**src/asm_pkg.sv**
```systemverilog
// Constants and types for the alarm status and mask logic
//
// Contract
// - Status bit 4 is set while the serializer PLL is out of lock.
// - In 8B/10B modes status bit 3 is set while the link is enabled but not in payload transfer state.
// - In 64B/66B modes status bit 3 is set at link start-up and on any lane FIFO or serializer realignment; only serdes_realign_in feeds it here.
// - Status bit 2 is set whenever SYSREF realigns the internal clocks.
// - Status bit 0 is set whenever the A/B clock dividers differ from the C/D dividers.
// - Writing one to a status bit clears it and writing zero leaves it alone.
// - Power-on reset or soft reset presets every alarm status bit to one.
// - Mask bits 5, 4, 3, 2 and 0 keep their alarm out of the aggregated bit, and all reset to one.
// - Per-lane FIFO alarm bit i is set when lane i FIFO overflows or underflows, resetting to all ones.
// - Writing one to a per-lane bit clears it, and it sets again at once if the condition persists.
// - Writing one to the summary FIFO bit clears the whole per-lane register.
// - Status bit 5 is set whenever any active lane FIFO overflows or underflows.
// - The read-only aggregated alarm bit is one while any unmasked status bit is set.
// - When routing selects it, the aggregated alarm drives the calibration status pin.
package asm_pkg;
	localparam int          ADDR_W         = 12;
	localparam int          DATA_W         = 8;
	localparam logic [11:0] OFS_ALARM      = 12'h2C0;
	localparam logic [11:0] OFS_STATUS     = 12'h2C1;
	localparam logic [11:0] OFS_MASK       = 12'h2C2;
	localparam logic [11:0] OFS_LANE       = 12'h2C4;
	localparam logic [11:0] OFS_CTRL       = 12'h2C6;
	localparam int          BIT_CLK        = 0;
	localparam int          BIT_REALIGN    = 2;
	localparam int          BIT_LINK       = 3;
	localparam int          BIT_PLL        = 4;
	localparam int          BIT_FIFO       = 5;
	localparam logic [7:0]  STATUS_RST     = 8'h3F;
	localparam logic [7:0]  STATUS_IMPL    = 8'h3D;
	localparam logic [7:0]  MASK_RST       = 8'h3F;
	localparam logic [7:0]  LANE_RST       = 8'hFF;
	localparam logic [7:0]  CTRL_RST       = 8'h00;
	localparam int          CTRL_LINK_EN   = 0;
	localparam int          CTRL_ENC_64B   = 1;
	localparam int          CTRL_PIN_SEL   = 2;
	localparam int          CTRL_SOFT_RST  = 7;

	typedef enum logic [1:0] {
		ASM_LINK_OFF  = 2'b00,
		ASM_LINK_UP   = 2'b01,
		ASM_LINK_DATA = 2'b10
	} asm_link_t;
endpackage

```
**src/asm_evt_if.sv**
```systemverilog
// Event bundle between the top and the alarm register cells
`timescale 1ns/1ps
interface asm_evt_if #(parameter int W = 8);
	logic [W-1:0] set;
	logic [W-1:0] clr;
	logic [W-1:0] q;
	modport owner (input set, input clr, output q);
	modport user  (output set, output clr, input q);
endinterface

```
**src/asm_alarm_top.sv**
```systemverilog
// Alarm status, mask and aggregation block with its register port
`timescale 1ns/1ps
module asm_alarm_top #(
	parameter int LANES = 8
) (
	input  wire logic                    mclk_in,
	input  wire logic                    reset_n_in,
	input  wire logic                    ce_in,
	input  wire logic [asm_pkg::ADDR_W-1:0] addr_in,
	input  wire logic [asm_pkg::DATA_W-1:0] wdata_in,
	input  wire logic                    wr_in,
	input  wire logic                    rd_in,
	output logic [asm_pkg::DATA_W-1:0]   rdata_out,
	input  wire logic                    pll_unlocked_in,
	input  wire logic                    payload_state_in,
	input  wire logic                    serdes_realign_in,
	input  wire logic                    sysref_realign_in,
	input  wire logic                    div_ab_ne_cd_in,
	input  wire logic [LANES-1:0]        lane_fifo_err_in,
	input  wire logic [LANES-1:0]        lane_active_in,
	input  wire logic                    cal_done_in,
	output logic                         alarm_irq_out,
	output logic                         cal_status_pin_out,
	output logic                         serial_link_enable_out
);
	// The lane register is LANES bits and must fit its one-byte read path
	if (LANES < 1 || LANES > 8) begin : g_bad_lanes
		$error("asm_alarm_top: LANES must be 1..8");
	end

	function automatic logic hit(input logic [asm_pkg::ADDR_W-1:0] a,
	                             input logic [asm_pkg::ADDR_W-1:0] ofs);
		hit = (a == ofs);
	endfunction

	logic [7:0]       mask_reg;
	logic [7:0]       ctrl_reg;
	logic             soft_rst;
	logic             wr_status;
	logic             wr_lane;
	logic             link_alarm;
	logic             alarm_agg;
	logic [7:0]       status_set;
	logic [7:0]       rdata_next;
	logic [LANES-1:0] lane_set;

	asm_evt_if #(.W(8))     st_if ();
	asm_evt_if #(.W(LANES)) ln_if ();

	assign soft_rst  = ctrl_reg[asm_pkg::CTRL_SOFT_RST];
	assign wr_status = wr_in && hit(addr_in, asm_pkg::OFS_STATUS);
	assign wr_lane   = wr_in && hit(addr_in, asm_pkg::OFS_LANE);

	asm_link_mon u_link (
		.mclk_in    (mclk_in),
		.reset_n_in (reset_n_in),
		.ce_in      (ce_in),
		.link_en_in (ctrl_reg[asm_pkg::CTRL_LINK_EN]),
		.enc_64b_in (ctrl_reg[asm_pkg::CTRL_ENC_64B]),
		.payload_in (payload_state_in),
		.realign_in (serdes_realign_in),
		.alarm_out  (link_alarm)
	);

	// Per-lane alarms; a set still pending keeps the bit set through a clear in the same cycle
	assign lane_set  = lane_fifo_err_in;
	assign ln_if.set = lane_set;
	assign ln_if.clr = (wr_lane ? wdata_in[LANES-1:0] : '0)
	                 | ((wr_status && wdata_in[asm_pkg::BIT_FIFO]) ? {LANES{1'b1}} : '0);

	asm_w1c_reg #(.W(LANES), .RST(asm_pkg::LANE_RST)) u_lane (
		.mclk_in     (mclk_in),
		.reset_n_in  (reset_n_in),
		.ce_in       (ce_in),
		.soft_rst_in (soft_rst),
		.evt         (ln_if.owner)
	);

	always_comb begin
		status_set                      = 8'h00;
		status_set[asm_pkg::BIT_PLL]    = pll_unlocked_in;
		status_set[asm_pkg::BIT_LINK]   = link_alarm;
		status_set[asm_pkg::BIT_REALIGN] = sysref_realign_in;
		status_set[asm_pkg::BIT_CLK]    = div_ab_ne_cd_in;
		status_set[asm_pkg::BIT_FIFO]   = |(lane_fifo_err_in & lane_active_in);
	end

	assign st_if.set = status_set;
	// Reserved bits 1 and 7:6 keep their reset value; only alarm bits clear
	assign st_if.clr = wr_status ? (wdata_in & asm_pkg::STATUS_IMPL) : 8'h00;

	asm_w1c_reg #(.W(8), .RST(asm_pkg::STATUS_RST)) u_status (
		.mclk_in     (mclk_in),
		.reset_n_in  (reset_n_in),
		.ce_in       (ce_in),
		.soft_rst_in (soft_rst),
		.evt         (st_if.owner)
	);

	// Reserved mask bits are stored as written; software keeps them at reset value
	always_ff @(posedge mclk_in or negedge reset_n_in) begin
		if (!reset_n_in)
			mask_reg <= asm_pkg::MASK_RST;
		else if (ce_in) begin
			if (soft_rst)
				mask_reg <= asm_pkg::MASK_RST;
			else if (wr_in && hit(addr_in, asm_pkg::OFS_MASK))
				mask_reg <= wdata_in;
		end
	end

	// Soft reset bit is self-clearing after one cycle
	always_ff @(posedge mclk_in or negedge reset_n_in) begin
		if (!reset_n_in)
			ctrl_reg <= asm_pkg::CTRL_RST;
		else if (ce_in) begin
			if (wr_in && hit(addr_in, asm_pkg::OFS_CTRL))
				ctrl_reg <= wdata_in;
			else
				ctrl_reg[asm_pkg::CTRL_SOFT_RST] <= 1'b0;
		end
	end

	assign alarm_agg = |(st_if.q & ~mask_reg & asm_pkg::STATUS_IMPL);

	always_ff @(posedge mclk_in or negedge reset_n_in) begin
		if (!reset_n_in) begin
			alarm_irq_out      <= 1'b0;
			cal_status_pin_out <= 1'b0;
		end else if (ce_in) begin
			alarm_irq_out      <= alarm_agg;
			cal_status_pin_out <= ctrl_reg[asm_pkg::CTRL_PIN_SEL] ? alarm_agg : cal_done_in;
		end
	end

	always_ff @(posedge mclk_in or negedge reset_n_in) begin
		if (!reset_n_in)
			serial_link_enable_out <= 1'b0;
		else if (ce_in)
			serial_link_enable_out <= ctrl_reg[asm_pkg::CTRL_LINK_EN];
	end

	always_comb begin
		rdata_next = 8'h00;
		case (addr_in)
			asm_pkg::OFS_ALARM:  rdata_next = {7'h00, alarm_agg};
			asm_pkg::OFS_STATUS: rdata_next = st_if.q;
			asm_pkg::OFS_MASK:   rdata_next = mask_reg;
			asm_pkg::OFS_LANE:   rdata_next = 8'(ln_if.q);
			asm_pkg::OFS_CTRL:   rdata_next = ctrl_reg;
			default:             rdata_next = 8'h00;
		endcase
	end

	// Read data stand only in the cycle after the strobe, zero otherwise
	always_ff @(posedge mclk_in or negedge reset_n_in) begin
		if (!reset_n_in)
			rdata_out <= 8'h00;
		else if (ce_in)
			rdata_out <= rd_in ? rdata_next : 8'h00;
	end
endmodule

```
**src/asm_w1c_reg.sv**
```systemverilog
// Sticky alarm bits with write-one clear and preset on reset
`timescale 1ns/1ps
module asm_w1c_reg #(
	parameter int         W   = 8,
	parameter logic [7:0] RST = 8'hFF
) (
	input  wire logic     mclk_in,
	input  wire logic     reset_n_in,
	input  wire logic     ce_in,
	input  wire logic     soft_rst_in,
	asm_evt_if.owner      evt
);
	// Widths above eight would not fit the reset constant
	if (W < 1 || W > 8) begin : g_bad_width
		$error("asm_w1c_reg: width must be 1..8");
	end

	logic [W-1:0] bits_reg;
	logic [W-1:0] bits_next;

	// Set is or-ed in after the clear so an event is never lost to a clear in the same cycle
	always_comb begin
		bits_next = (bits_reg & ~evt.clr) | evt.set;
	end

	always_ff @(posedge mclk_in or negedge reset_n_in) begin
		if (!reset_n_in)
			bits_reg <= RST[W-1:0];
		else if (ce_in) begin
			if (soft_rst_in)
				bits_reg <= RST[W-1:0];
			else
				bits_reg <= bits_next;
		end
	end

	assign evt.q = bits_reg;
endmodule

```
**src/asm_link_mon.sv**
```systemverilog
// Link state watcher that reports a not-yet-transferring link
`timescale 1ns/1ps
module asm_link_mon (
	input  wire logic     mclk_in,
	input  wire logic     reset_n_in,
	input  wire logic     ce_in,
	input  wire logic     link_en_in,
	input  wire logic     enc_64b_in,
	input  wire logic     payload_in,
	input  wire logic     realign_in,
	output logic          alarm_out
);
	asm_pkg::asm_link_t state_reg;
	asm_pkg::asm_link_t state_next;
	logic               start_pulse;

	always_comb begin
		state_next = state_reg;
		case (state_reg)
			asm_pkg::ASM_LINK_OFF:  if (link_en_in) state_next = asm_pkg::ASM_LINK_UP;
			asm_pkg::ASM_LINK_UP:   if (!link_en_in) state_next = asm_pkg::ASM_LINK_OFF;
			                        else state_next = asm_pkg::ASM_LINK_DATA;
			asm_pkg::ASM_LINK_DATA: if (!link_en_in) state_next = asm_pkg::ASM_LINK_OFF;
			default:                state_next = asm_pkg::ASM_LINK_OFF;
		endcase
	end

	assign start_pulse = (state_reg == asm_pkg::ASM_LINK_UP);

	always_ff @(posedge mclk_in or negedge reset_n_in) begin
		if (!reset_n_in)
			state_reg <= asm_pkg::ASM_LINK_OFF;
		else if (ce_in)
			state_reg <= state_next;
	end

	// 64B/66B has no payload state, so start-up and realignment stand in for it
	always_comb begin
		if (enc_64b_in)
			alarm_out = link_en_in && (start_pulse || realign_in);
		else
			alarm_out = link_en_in && !payload_in;
	end
endmodule

```
**config.mk**
```make
export PLATFORM = sky130hd
export DESIGN_NAME = asm_alarm_top
export DESIGN_NICKNAME = d
export VERILOG_FILES = /design/src/asm_pkg.sv /design/src/asm_evt_if.sv /design/src/asm_alarm_top.sv /design/src/asm_w1c_reg.sv /design/src/asm_link_mon.sv
export SDC_FILE = /design/constraint.sdc
export NUM_CORES = 1
export LEC_CHECK = 0
export BUFFER_PORTS_ARGS = -buffer_cell sky130_fd_sc_hd__buf_4
export CORE_MARGIN = 5
export CORE_UTILIZATION = 57
export DETAILED_ROUTE_END_ITERATION = 10
export HOLD_SLACK_MARGIN = 0.08
export MAX_ROUTING_LAYER = met4
export PLACE_DENSITY = 0.84
export SYNTH_ARGS = -nofsm -noshare
export SYNTH_HDL_FRONTEND = slang
export SYNTH_SLANG_ARGS = --single-unit
export TNS_END_PERCENT = 20
```
**constraint.sdc**
```tcl
create_clock -name mclk_in -period 2.7 [get_ports mclk_in]
set_input_delay 0.27 -clock mclk_in [delete_from_list [all_inputs] [get_ports mclk_in]]
set_output_delay 0.27 -clock mclk_in [all_outputs]
set_load 0.005 [all_outputs]
```
==> metrics <==
I/O pin count 58; Post-Syn Area per Cell 9.79 sq um; Worst R2R Path Depth 3; status finished clean; skew final 3.89 ps; post-synthesis xor/xnor area fraction 0%; pre-CTS WS 797 ps; sequential power share 53.5%; hold path startpoint sysref_realign_in; mapped cell area 2400 sq um; number of routed nets with antenna violations 0; Peak supply drop 230 uV; Hold Path Depth 3; antenna violations before repair 0; total global routing overflow 0; crit end category flop; Unique masters post-synth 45; Die W 74.9 microns; Core Region 4030 sq um; power density cells 411 nW/um^2; reg2reg end mask_reg[6]; WL final 6580 microns; unrepaired setup endpoints after global routing no; P_sw 0.311 mW; Setup crit start kind input pin; Final Cycle Share 59.7%; switch share 25.6%; Rel. slew slack 60.7%; gpl congestion 0.869; setup_tns 0 ps; post-cts sizing count 0; clock slew at reported path FFs 80 ps; PnR worst setup slack 1090 ps; share of cells above drive strength 1 35.1%; first-pass GRT wire length 10700 microns; Synth Net Count 292; Seq/Total Area, Yosys 45.9%; fillers 306; Port Buffers 57; CTS root buffer clkbuf_8; Die H 74.9 microns; Tightest Hold Check Type input pin to flop; synth-to-layout area growth 23.1%; Final Hold Viols 0; Post-Synth Adder-Cell Area 0%; final setup vio count 0; synth warn 0; gr usage total 26.5%; Worst-Margin Slew 585 ps; routed vias 2140; CTS tree yes; post-synthesis compound-gate area fraction 23.9%; leakage power 1.34 nW; max cap viols 0; Post-DP HPWL 4880 microns; initial core utilization 59.5%; Final Util 73.3%; Final Critical Period 1610 ps; CP Data Required Time 2940 ps; Longest Clk Path Bufs 2; die area 5610 sq um; # rows 23; Final Max Tran Viols 0; H-tree levels 2; post-synthesis mux area share 5.37%; prevailing post-synth register cell dfrtp_1; Post-Synthesis Cells 245; clock power share 33.4%; R2R Path Start ctrl_reg[7]; clk sinks 43; Remaining DRCs 0; max frequency 621 MHz; # nets final 348; combinational power share 13.1%; DR WL/cell 18.7 microns; CTS buffer count 5; reg2reg setup slack 1190 ps; vias per inst 6.08; worst-path maximum fanout 7; Synth Register Bits 43; ys async rst share 100%; critical path class input pin to flop; largest family of logic cells by synthesized area compound AO/OA/AOI/OAI gates; Initial DRC Count 247; hold endpoint u_status.evt.q[2]; P_int 0.903 mW; drt first pass iters 4; Worst EP arrival 1850 ps; Skew-Pair Late Insertion Delay 300 ps; Post-synth EDFFs 0; Diodes inserted 0; number of global-route vias before repair 2203; Post-Synth Simple-Gate Area 19.7%; largest net degree at the start of global routing 44
cell families (layout without fill, tap and decap cells):
group,count (synthesis),count (layout)
buffers and inverters,32,89
AOI/OAI and AO/OA,82,82
and+or+nand+nor,76,76
DFF,43,43
muxes,12,12
worst max-delay path: stages:
cell	delay, ps
buf_4	110
or4b_4	610
nor4_4	480
nand2_1	110
a31o_2	260
metal layers:
layer  share of wire (%)  track usage, %
met1                  41            33.3
met4                 1.8            8.50
met5                   0               -
met2                  48            42.1
met3                 9.0            6.54
worst max-delay path by stage:
stage / startpoint / depth (start not counted) / slack, ps / end
after floorplan: addr_in[8] / 4 / 1100 / ctrl_reg[0]
after global placement: addr_in[8] / 5 / 820 / u_lane.evt.q[6]
after detailed placement: addr_in[8] / 5 / 800 / u_lane.evt.q[1]
after CTS: addr_in[8] / 5 / 1110 / u_lane.evt.q[1]
after global routing: addr_in[8] / 5 / 1030 / u_lane.evt.q[6]
final: addr_in[8] / 5 / 1090 / u_lane.evt.q[2]
placed cells by master, fill, tap and decap left out, drive strengths merged, types with 5 or more instances in the layout:
cell type,instances
buf,58
nand2,34
o21ai,32
dfrtp,23
inv,22
dfstp,20
o22a,10
o2bb2ai,9
mux2,7
a22oi,7
a31o,7
nor2b,6
nand3,6
nor2,6
clkbuf,6
mux2i,5
final cells by class:
class	count	area, sq um	share of cell area [%]
multi-input combinational	170	1180	39.8
sequential	43	1100	37.3
timing repair buffer	59	445	15.1
inverter	22	82.6	2.80
clock buffer	6	72.6	2.46
tap	50	62.6	2.12
clock inverter	2	12.5	0.424
stage by stage:
step,instance area [sq um],power (mW),instances,hold WS [ps]
2_1_floorplan,2400,0.727,245,-25.6
3_3_place_gp,2860,0.815,343,288
3_5_place_dp,2860,0.817,343,285
4_1_cts,2950,1.22,352,189
5_1_grt,2950,1.26,352,199
6_report,2950,1.21,352,185
power groups by stage:
| stage | combinational, mW | clock (mW) | sequential [mW] |
|---|---|---|---|
| after floorplan | 0.0663 | 0 | 0.661 |
| after global placement | 0.154 | 0 | 0.661 |
| after detailed placement | 0.156 | 0 | 0.661 |
| after CTS | 0.158 | 0.409 | 0.650 |
| after global routing | 0.174 | 0.439 | 0.650 |
| final | 0.159 | 0.406 | 0.650 |
synth_stat cells, types with 2 or more instances:
cell type	number	share of area (%)
nand2_1	34	5.3
o21ai_0	31	6.5
dfrtp_1	23	24
inv_1	22	3.4
dfstp_2	20	22
o22a_1	10	3.7
clkbuf_1	9	1.4
o2bb2ai_1	9	3.3
a22oi_1	7	2.2
mux2_2	7	3.3
a31o_2	6	2.2
nand3_1	6	1.3
nor2b_1	6	1.6
mux2i_1	5	2.1
nor2_1	5	0.78
nand2b_1	4	1.0
nor4bb_1	4	1.7
o211ai_1	3	0.94
a21oi_1	2	0.42
a22o_1	2	0.73
nand4_1	2	0.52
nor3_1	2	0.42
nor4_4	2	1.8
o311ai_0	2	0.73
or3b_2	2	0.73
what timing repair did:
item | in CTS | in global routing
setup buffers | 0 | 0
hold endpoints to repair | 23 | 0
hold buffers | 1 | 0
Note: power is estimated with default switching activity, not from simulation.
